File: src/modem_regs_pkg.sv
// Contract
// Line state read-only, shares select address
// Write there loads select, not status
// Bit7: carrier inverse, loopback control bit3
// Bit6: ring inverse, loopback control bit2
// Bit5: set-ready inverse, loopback control bit0
// Bit4: clear-to-send inverse, loopback bit1
// Bits3,1,0 flag any level change
// Ring flag only on input rising
// Read clears flags; reset clears flags
// Interrupt request while any flag set
// Select register write-only, bits 7:3 reserved
// Bits2:1 choose visible register set
// Bit0 enables level counter reads
// Set select overrides level enable
// Scratch byte stores and returns eight bits
// Divisor in high and low latches
// Transmit count reports free entries
// Receive count reports held characters
// Synchronise modem inputs before change detection
package modem_regs_pkg;

    localparam int          ADR_W          = 8;
    localparam int          DAT_W          = 32;
    localparam int          SEL_W          = 4;
    localparam int          SYNC_STAGES    = 2;
    localparam int          N_EVENTS       = 4;

    // Word-aligned byte offsets
    localparam logic [7:0]  OFF_LINE_STATE = 8'h00;
    localparam logic [7:0]  OFF_SCRATCH    = 8'h04;
    localparam logic [7:0]  OFF_DIV_LOW    = 8'h08;
    localparam logic [7:0]  OFF_DIV_HIGH   = 8'h0c;
    localparam logic [7:0]  OFF_TX_FREE    = 8'h10;
    localparam logic [7:0]  OFF_RX_FILL    = 8'h14;
    localparam logic [7:0]  OFF_MODEM_CTRL = 8'h18;
    localparam logic [7:0]  OFF_IRQ_STATUS = 8'h1c;
    localparam logic [7:0]  OFF_IRQ_CLEAR  = 8'h20;
    localparam logic [7:0]  OFF_IRQ_ENABLE = 8'h24;

    // Modem control register fields
    localparam int          MCR_DTR        = 0;
    localparam int          MCR_RTS        = 1;
    localparam int          MCR_OUT1       = 2;
    localparam int          MCR_OUT2       = 3;
    localparam int          MCR_LOOP       = 4;

    // Extra feature select fields and set codes
    localparam int          SEL_LVL_EN     = 0;
    localparam int          SEL_SET_LO     = 1;
    localparam int          SEL_SET_HI     = 2;
    localparam logic [1:0]  SET_GENERAL    = 2'h0;
    localparam logic [1:0]  SET_EXTRA_ONE  = 2'h1;
    localparam logic [1:0]  SET_EXTRA_TWO  = 2'h2;

    // Change flag and event positions
    localparam int          EV_CTS         = 0;
    localparam int          EV_DSR         = 1;
    localparam int          EV_RI          = 2;
    localparam int          EV_CD          = 3;

    // Values after reset
    localparam logic [7:0]  RST_BYTE       = 8'h00;
    localparam logic [3:0]  RST_FLAGS      = 4'h0;
    localparam logic [3:0]  RST_PINS_N     = 4'hf;

    // Modem lines, active high, in status bit order 7..4
    typedef struct packed {
        logic cd;
        logic ri;
        logic dsr;
        logic cts;
    } modem_bits_s;

endpackage : modem_regs_pkg

File: src/irq_bank.sv
`timescale 1ns/1ps
module irq_bank
    import modem_regs_pkg::*;
#(
    parameter int N = 4
) (
    input  wire logic         sys_clk_i,
    input  wire logic         srst_i,
    input  wire logic [N-1:0] event_i,
    input  wire logic         clear_we_i,
    input  wire logic         enable_we_i,
    input  wire logic [N-1:0] wdata_i,
    output logic      [N-1:0] status_o,
    output logic      [N-1:0] enable_o,
    output logic              irq_o
);

    logic [N-1:0] status_r;
    logic [N-1:0] enable_r;
    logic [N-1:0] status_nxt;
    logic         irq_r;

    // Set beats clear so an event in the clear cycle survives
    assign status_nxt = (status_r & ~(clear_we_i ? wdata_i : '0)) | event_i;

    // Sticky status
    always_ff @(posedge sys_clk_i) begin
        if (srst_i) status_r <= '0;
        else        status_r <= status_nxt;
    end

    // Enable mask
    always_ff @(posedge sys_clk_i) begin
        if (srst_i)           enable_r <= '0;
        else if (enable_we_i) enable_r <= wdata_i;
    end

    // Level output from a flop
    always_ff @(posedge sys_clk_i) begin
        if (srst_i) irq_r <= 1'b0;
        else        irq_r <= |(status_nxt & (enable_we_i ? wdata_i : enable_r));
    end

    assign status_o = status_r;
    assign enable_o = enable_r;
    assign irq_o    = irq_r;

endmodule : irq_bank

File: src/modem_status_and_extra_regs.sv
`timescale 1ns/1ps
module modem_status_and_extra_regs
    import modem_regs_pkg::*;
(
    input  wire logic             sys_clk_i,
    input  wire logic             srst_i,
    // Wishbone classic slave
    input  wire logic             wb_cyc_i,
    input  wire logic             wb_stb_i,
    input  wire logic             wb_we_i,
    input  wire logic [ADR_W-1:0] wb_adr_i,
    input  wire logic [SEL_W-1:0] wb_sel_i,
    input  wire logic [DAT_W-1:0] wb_dat_i,
    output logic      [DAT_W-1:0] wb_dat_o,
    output logic                  wb_ack_o,
    // Modem control pins, active low, asynchronous
    input  wire logic             cd_n_i,
    input  wire logic             ri_n_i,
    input  wire logic             dsr_n_i,
    input  wire logic             cts_n_i,
    // FIFO levels from the same clock domain
    input  wire logic [7:0]       tx_free_i,
    input  wire logic [7:0]       rx_fill_i,
    // Modem control pins driven out, active low
    output logic                  dtr_n_o,
    output logic                  rts_n_o,
    output logic                  out1_n_o,
    output logic                  out2_n_o,
    // Configuration towards the rest of the channel
    output logic      [1:0]       reg_set_sel_o,
    output logic                  level_cnt_en_o,
    output logic      [15:0]      baud_divisor_o,
    // Interrupts
    output logic                  modem_irq_o,
    output logic                  irq_o
);

    // Bus handshake
    logic              ack_r;
    logic [DAT_W-1:0]  dat_r;
    logic              req;
    logic              take;
    logic              wr_take;
    logic              rd_take;

    // Registers
    logic [7:0]        select_r;
    logic [7:0]        scratch_r;
    logic [7:0]        div_low_r;
    logic [7:0]        div_high_r;
    logic [7:0]        mcr_r;
    logic [3:0]        flags_r;
    logic [3:0]        flags_nxt;
    logic              modem_irq_r;

    // Pin side
    logic [3:0]        pins_n_sync;
    modem_bits_s       line_pin;
    modem_bits_s       line_now;
    modem_bits_s       line_prev_r;
    logic              loop_mode;

    // Change detection
    logic [3:0]        flag_set;
    logic              rd_line_state;

    // Read path
    logic [7:0]        rd_byte;
    logic              lvl_access;

    // Interrupt bank
    logic [N_EVENTS-1:0] irq_status;
    logic [N_EVENTS-1:0] irq_enable;
    logic                irq_bank_out;
    logic                irq_clear_we;
    logic                irq_enable_we;

    // Output flops for pins and config
    logic [3:0]        pins_out_r;
    logic [1:0]        set_sel_r;
    logic              lvl_en_r;
    logic [15:0]       divisor_r;

    //------------------------------------------------------------------
    // Wishbone slave
    //------------------------------------------------------------------

    // A request is taken once; ack drops the cycle after it rose
    assign req     = wb_cyc_i & wb_stb_i;
    assign take    = req & ~ack_r;
    assign wr_take = take & wb_we_i & wb_sel_i[0];
    assign rd_take = take & ~wb_we_i;

    // One-cycle ack for every address, mapped or not
    always_ff @(posedge sys_clk_i) begin
        if (srst_i) ack_r <= 1'b0;
        else        ack_r <= take;
    end

    //------------------------------------------------------------------
    // Modem input path
    //------------------------------------------------------------------

    // two-flop synchronisers
    pin_sync #(
        .W       (4),
        .RST_VAL (RST_PINS_N)
    ) u_pin_sync (
        .sys_clk_i (sys_clk_i),
        .srst_i    (srst_i),
        .async_i   ({cd_n_i, ri_n_i, dsr_n_i, cts_n_i}),
        .sync_o    (pins_n_sync)
    );

    // Pins are active low; status shows them active high
    assign line_pin  = modem_bits_s'(~pins_n_sync);
    assign loop_mode = mcr_r[MCR_LOOP];

    // Effective line state, pins or looped-back controls
    always_comb begin
        line_now = line_pin;
        if (loop_mode) begin
            // carrier from control bit 3
            line_now.cd  = mcr_r[MCR_OUT2];
            // ring from control bit 2
            line_now.ri  = mcr_r[MCR_OUT1];
            // set-ready from control bit 0
            line_now.dsr = mcr_r[MCR_DTR];
            // clear-to-send from control bit 1
            line_now.cts = mcr_r[MCR_RTS];
        end
    end

    // Previous effective state for edge detection
    always_ff @(posedge sys_clk_i) begin
        if (srst_i) line_prev_r <= '0;
        else        line_prev_r <= line_now;
    end

    // Edge comparison on synchronised pin values or looped-back control bits only
    always_comb begin
        flag_set = '0;
        // any change of carrier, set-ready, clear-to-send
        flag_set[EV_CD]  = line_now.cd  ^ line_prev_r.cd;
        flag_set[EV_DSR] = line_now.dsr ^ line_prev_r.dsr;
        flag_set[EV_CTS] = line_now.cts ^ line_prev_r.cts;
        // ring pin going 0 to 1 only
        flag_set[EV_RI]  = line_prev_r.ri & ~line_now.ri;
    end

    //------------------------------------------------------------------
    // Change flags
    //------------------------------------------------------------------

    // line state decoded at the shared offset, reads only
    assign rd_line_state = rd_take & (wb_adr_i == OFF_LINE_STATE);

    // read clears, but a new change in that cycle wins
    assign flags_nxt = (flags_r & ~{4{rd_line_state}}) | flag_set;

    // flags zero after reset
    always_ff @(posedge sys_clk_i) begin
        if (srst_i) flags_r <= RST_FLAGS;
        else        flags_r <= flags_nxt;
    end

    // request held while any flag is set
    always_ff @(posedge sys_clk_i) begin
        if (srst_i) modem_irq_r <= 1'b0;
        else        modem_irq_r <= |flags_nxt;
    end

    //------------------------------------------------------------------
    // Writable registers
    //------------------------------------------------------------------

    // shared-offset write goes to the select register
    always_ff @(posedge sys_clk_i) begin
        if (srst_i) begin
            select_r <= RST_BYTE;
        end else if (wr_take && wb_adr_i == OFF_LINE_STATE) begin
            // reserved upper bits stored, never read back
            select_r <= wb_dat_i[7:0];
        end
    end

    // scratch byte, no side effect
    always_ff @(posedge sys_clk_i) begin
        if (srst_i) begin
            scratch_r <= RST_BYTE;
        end else if (wr_take && wb_adr_i == OFF_SCRATCH) begin
            scratch_r <= wb_dat_i[7:0];
        end
    end

    // divisor low latch
    always_ff @(posedge sys_clk_i) begin
        if (srst_i) begin
            div_low_r <= RST_BYTE;
        end else if (wr_take && wb_adr_i == OFF_DIV_LOW) begin
            div_low_r <= wb_dat_i[7:0];
        end
    end

    // divisor high latch
    always_ff @(posedge sys_clk_i) begin
        if (srst_i) begin
            div_high_r <= RST_BYTE;
        end else if (wr_take && wb_adr_i == OFF_DIV_HIGH) begin
            div_high_r <= wb_dat_i[7:0];
        end
    end

    // Modem control, also the loopback source
    always_ff @(posedge sys_clk_i) begin
        if (srst_i) begin
            mcr_r <= RST_BYTE;
        end else if (wr_take && wb_adr_i == OFF_MODEM_CTRL) begin
            mcr_r <= wb_dat_i[7:0];
        end
    end

    //------------------------------------------------------------------
    // Interrupt bank: one event per change flag
    //------------------------------------------------------------------

    assign irq_clear_we  = wr_take & (wb_adr_i == OFF_IRQ_CLEAR);
    assign irq_enable_we = wr_take & (wb_adr_i == OFF_IRQ_ENABLE);

    irq_bank #(
        .N (N_EVENTS)
    ) u_irq_bank (
        .sys_clk_i   (sys_clk_i),
        .srst_i      (srst_i),
        .event_i     (flag_set),
        .clear_we_i  (irq_clear_we),
        .enable_we_i (irq_enable_we),
        .wdata_i     (wb_dat_i[N_EVENTS-1:0]),
        .status_o    (irq_status),
        .enable_o    (irq_enable),
        .irq_o       (irq_bank_out)
    );

    //------------------------------------------------------------------
    // Read path
    //------------------------------------------------------------------

    // counters visible only in the general set
    assign lvl_access = select_r[SEL_LVL_EN]
                      & (select_r[SEL_SET_HI:SEL_SET_LO] == SET_GENERAL);

    // Read multiplexer; unmapped and write-only offsets give zero
    always_comb begin
        rd_byte = 8'h00;
        case (wb_adr_i)
            OFF_LINE_STATE: begin
                // status, never the select register
                rd_byte = {line_now, flags_r};
            end
            OFF_SCRATCH: begin
                // returned unchanged
                rd_byte = scratch_r;
            end
            OFF_DIV_LOW: begin
                rd_byte = div_low_r;
            end
            OFF_DIV_HIGH: begin
                rd_byte = div_high_r;
            end
            OFF_TX_FREE: begin
                // free transmit entries when enabled
                rd_byte = lvl_access ? tx_free_i : 8'h00;
            end
            OFF_RX_FILL: begin
                // held receive characters when enabled
                rd_byte = lvl_access ? rx_fill_i : 8'h00;
            end
            OFF_MODEM_CTRL: begin
                rd_byte = mcr_r;
            end
            OFF_IRQ_STATUS: begin
                rd_byte = {4'h0, irq_status};
            end
            OFF_IRQ_ENABLE: begin
                rd_byte = {4'h0, irq_enable};
            end
            default: begin
                rd_byte = 8'h00;
            end
        endcase
    end

    // Read data captured at the taking edge, held until next read
    always_ff @(posedge sys_clk_i) begin
        if (srst_i) begin
            dat_r <= '0;
        end else if (rd_take) begin
            dat_r <= {24'h000000, rd_byte};
        end
    end

    //------------------------------------------------------------------
    // Registered outputs
    //------------------------------------------------------------------

    // Pins idle high in loopback so the far end sees nothing
    always_ff @(posedge sys_clk_i) begin
        if (srst_i) begin
            pins_out_r <= RST_PINS_N;
        end else if (loop_mode) begin
            pins_out_r <= RST_PINS_N;
        end else begin
            pins_out_r <= ~{mcr_r[MCR_OUT2], mcr_r[MCR_OUT1],
                            mcr_r[MCR_RTS],  mcr_r[MCR_DTR]};
        end
    end

    // register set select passed to the channel
    always_ff @(posedge sys_clk_i) begin
        if (srst_i) begin
            set_sel_r <= SET_GENERAL;
            lvl_en_r  <= 1'b0;
        end else begin
            set_sel_r <= select_r[SEL_SET_HI:SEL_SET_LO];
            lvl_en_r  <= lvl_access;
        end
    end

    // high latch is the upper byte
    always_ff @(posedge sys_clk_i) begin
        if (srst_i) divisor_r <= 16'h0000;
        else        divisor_r <= {div_high_r, div_low_r};
    end

    assign wb_ack_o       = ack_r;
    assign wb_dat_o       = dat_r;
    assign dtr_n_o        = pins_out_r[0];
    assign rts_n_o        = pins_out_r[1];
    assign out1_n_o       = pins_out_r[2];
    assign out2_n_o       = pins_out_r[3];
    assign reg_set_sel_o  = set_sel_r;
    assign level_cnt_en_o = lvl_en_r;
    assign baud_divisor_o = divisor_r;
    assign modem_irq_o    = modem_irq_r;
    assign irq_o          = irq_bank_out;

endmodule : modem_status_and_extra_regs

File: src/pin_sync.sv
`timescale 1ns/1ps
module pin_sync
    import modem_regs_pkg::*;
#(
    parameter int          W       = 4,
    parameter logic [W-1:0] RST_VAL = '1
) (
    input  wire logic         sys_clk_i,
    input  wire logic         srst_i,
    input  wire logic [W-1:0] async_i,
    output logic      [W-1:0] sync_o
);

    // Two flops per bit; first stage feeds only the second
    genvar g;
    generate
        for (g = 0; g < W; g++) begin : g_bit
            logic meta_r;
            logic hold_r;
            always_ff @(posedge sys_clk_i) begin
                if (srst_i) begin
                    meta_r <= RST_VAL[g];
                    hold_r <= RST_VAL[g];
                end else begin
                    meta_r <= async_i[g];
                    hold_r <= meta_r;
                end
            end
            assign sync_o[g] = hold_r;
        end
    endgenerate

endmodule : pin_sync
File: config.mk
export PLATFORM = sky130hd
export DESIGN_NAME = modem_status_and_extra_regs
export DESIGN_NICKNAME = d
export VERILOG_FILES = /design/src/modem_regs_pkg.sv /design/src/irq_bank.sv /design/src/modem_status_and_extra_regs.sv /design/src/pin_sync.sv
export SDC_FILE = /design/constraint.sdc
export NUM_CORES = 1
export LEC_CHECK = 0
export BUFFER_PORTS_ARGS = -buffer_cell sky130_fd_sc_hd__clkbuf_2
export CAP_MARGIN = 20
export CORE_ASPECT_RATIO = 1.4
export CORE_MARGIN = 2
export CORE_UTILIZATION = 51
export CTS_CLUSTER_DIAMETER = 200
export DETAILED_ROUTE_END_ITERATION = 12
export GPL_ROUTABILITY_DRIVEN = 0
export MAX_ROUTING_LAYER = met4
export PLACE_DENSITY = 0.8
export SLEW_MARGIN = 25
export SYNTH_ARGS = -nofsm -noshare
export SYNTH_HDL_FRONTEND = slang
export SYNTH_SLANG_ARGS = --single-unit
File: constraint.sdc
create_clock -name sys_clk_i -period 2.6 [get_ports sys_clk_i]
set_input_delay 0.26 -clock sys_clk_i [delete_from_list [all_inputs] [get_ports sys_clk_i]]
set_output_delay 0.26 -clock sys_clk_i [all_outputs]
set_load 0.01 [all_outputs]
==> metrics.cfg <==
[run_status]
status=finished clean

[detailed_routing]
num_vias=3274
drc=0
dr.pass1.iters=6
drtIter0Drc=422
ant_nets=0
viasPerCell=5.52
routed_wl_um=9590
wl_per_cell_um=16.2

[sta]
tightestPinTransition_ps=785
grt_setup_unrepaired=false
min_period_ps=2040
setup_ws_ps=562
hold_viol_final=0
relSlewSlack_pct=47.7
hold_ws_ps=65.5
finalClockSkew_ps=10.9
drv_slew=0
fin_crit_sh_pct=78.4
finalSetupTns_ps=0
clock.fmax_ghz=0.491
setup_viol=0

[critical_path]
path_class=register to register
cp_num_buf_inv=0
r2r_setup_slack_ps=560
crit_top_cell=nor2_1
worstPathArrival_ps=2280
crit_chain=nand3b_1 > nor2_1 > nand2_1 > mux2i_1 > nor2_1
slowest_delay_ps=510
cp_slowest_cell=nor2_1
cp-start-kind=register
critPathCaptureType=register
cp.required_ps=2840
worstPathMaxFanout=8
path_delay_family=simple AND/OR/NAND/NOR gates

[cells_and_area]
fill_cells=676
diodes=0
utilization_pct=60.3
drive_gt1_share_pct=25.4
nets=557
area_growth_pct=15.7
stdcell_count=593

[clocking]
holdBufCountCts=0
htreeDepth=3
cts_buffers=9
cts_resized=0
clockBufferDepth=2
cts_tree=built
post-cts-setup-buffers=0
clock_sinks=93
cts_root_buffer=clkbuf_8
insertion_delay_ps=380
cts.reportedPaths.clkPinSlew_ps=90

[logic_synthesis]
yosys_warnings=0
ys_async_sr_fraction_pct=0
synth_top_area_share_pct=46.7
yosys.area_share.simple_pct=20.9
ys_types=59
syn-cell-area_um2=3990
yosysMostFrequentCell=dfxtp_1
synthTopCellsByArea=dfxtp_1 47%, mux2i_1 11%, buf_4 4.7%
synth_top_family_by_area=simple AND/OR/NAND/NOR gates
synthXorXnorAreaFrac_pct=0.659
synthFlopType=dfxtp_1
syn_inst=409
yosysTopAreaCell=dfxtp_1
syn_avg_cell_area_um2=9.75
synth-seq-cells=93
yosys.area_share.adder_pct=0
synth-compound-area-share_pct=10.6
synth_edf_count=0
seq_area_frac_synth_pct=46.7
yosys-top-cells-count=93 x dfxtp_1, 49 x nor2_1, 44 x mux2i_1
muxShareOfSynthArea_pct=14.1

[pwr]
peakVddDrop_uv=406
swShare_pct=23.2
p_sw_uw=622
comb_power_share_pct=7.3
p_int_mw=2.05
power_frac_clock_pct=38.4
power_leakage_nw=1.92
cellPowerDensity_nw_per_um2=580
power_frac_seq_pct=54.4

[placement]
dp_slack_ps=238
hpwlAfterDp_um=6930
dp_cells=577
port_buffers=75

[grt]
grt_antenna_before_repair=0
first_global_vias=3046
grt_first_pass_wirelength_um=14700
grt_max_degree=84
overflow=0
grt_use_total_pct=23.6

[die]
die_area_um2=8550
initial_utilization_pct=52.1
pin_count=127
die_h_um=109
die_w_um=78.7
row_count=38
core_um2=7650

[run]
max-cap-violations=0

[hold_path]
hp-class=input pin to register

[power groups by stage]
stage                     Clock (mW)  Combinational [mW]  Sequential [mW]
final                           1.03               0.195             1.45
after global placement             0               0.188             1.49
after global routing            1.10               0.211             1.46
after floorplan                    0               0.140             1.48
after CTS                       1.05               0.193             1.45
after detailed placement           0               0.192             1.49
[stage by stage]
stage / cell area [um2] / power, mW
after floorplan: 4080 / 1.62
after global placement: 4410 / 1.67
after detailed placement: 4410 / 1.68
after CTS: 4610 / 2.69
after global routing: 4610 / 2.77
final: 4610 / 2.67
[registers in the layout, summed over array words and instances, names as in the netlist]
name                     cells
u_pin_sync.g_bit.meta_r      4
wb_dat_o                     8
pins_out_r                   4
wb_ack_o                     1
u_irq_bank.irq_o             1
div_low_r                    8
select_r                     3
mcr_r                        8
u_irq_bank.enable_o          4
div_high_r                   8
line_prev_r                  4
level_cnt_en_o               1
flags_r                      4
baud_divisor_o              16
u_pin_sync.g_bit.hold_r      4
reg_set_sel_o                2
u_irq_bank.status_o          4
modem_irq_o                  1
scratch_r                    8
[cells in the final DEF (no fill, tap or decap), types with 10 or more instances in the layout]
cell / Yosys / layout
a21oi_1: 14 / 14
buf_4: 25 / 13
clkbuf_2: 0 / 75
conb_1: 1 / 24
dfxtp_1: 93 / 93
mux2i_1: 44 / 44
nand2_1: 32 / 32
nand3_1: 10 / 10
nor2_1: 49 / 49
nor2b_1: 22 / 22
[layer usage]
metal	global-route usage [%]	wire, um	vias to the layer above
met1	24.6	3600	1487
met5	-	0	-
met3	3.97	780	52
met4	17.4	598	0
li1	-	-	1547
met2	40.0	4610	188
[cells by family (layout without fill, tap and decap cells)]
family,Yosys count,in the layout
AO/OA/AOI/OAI,59,59
XOR/XNOR,3,3
other,1,24
buffers and inverters,45,106
multiplexers,52,52
flip-flops,93,93
AND/OR/NAND/NOR,156,156
[path summary, 6_finish.rpt]
path	cells past startpoint	end	from
setup / recovery	5	mcr_r[7]	wb_ack_o
hold / removal	2	u_pin_sync.g_bit[1].meta_r	dsr_n_i
setup reg to reg	5	mcr_r[7]	wb_ack_o
hold reg to reg	1	u_pin_sync.g_bit[0].hold_r	u_pin_sync.g_bit[0].meta_r
[layout make-up]
class / count / area [um2] / area share [%]
Sequential cell: 93 / 1860 / 40.4
Clock inverter: 4 / 72.6 / 1.57
Inverter: 2 / 7.51 / 0.163
Timing Repair Buffer: 88 / 473 / 10.3
Tap cell: 100 / 125 / 2.71
Multi-Input combinational cell: 294 / 1940 / 42.0
Clock buffer: 12 / 135 / 2.93
Note: power is estimated with default switching activity, not from simulation.
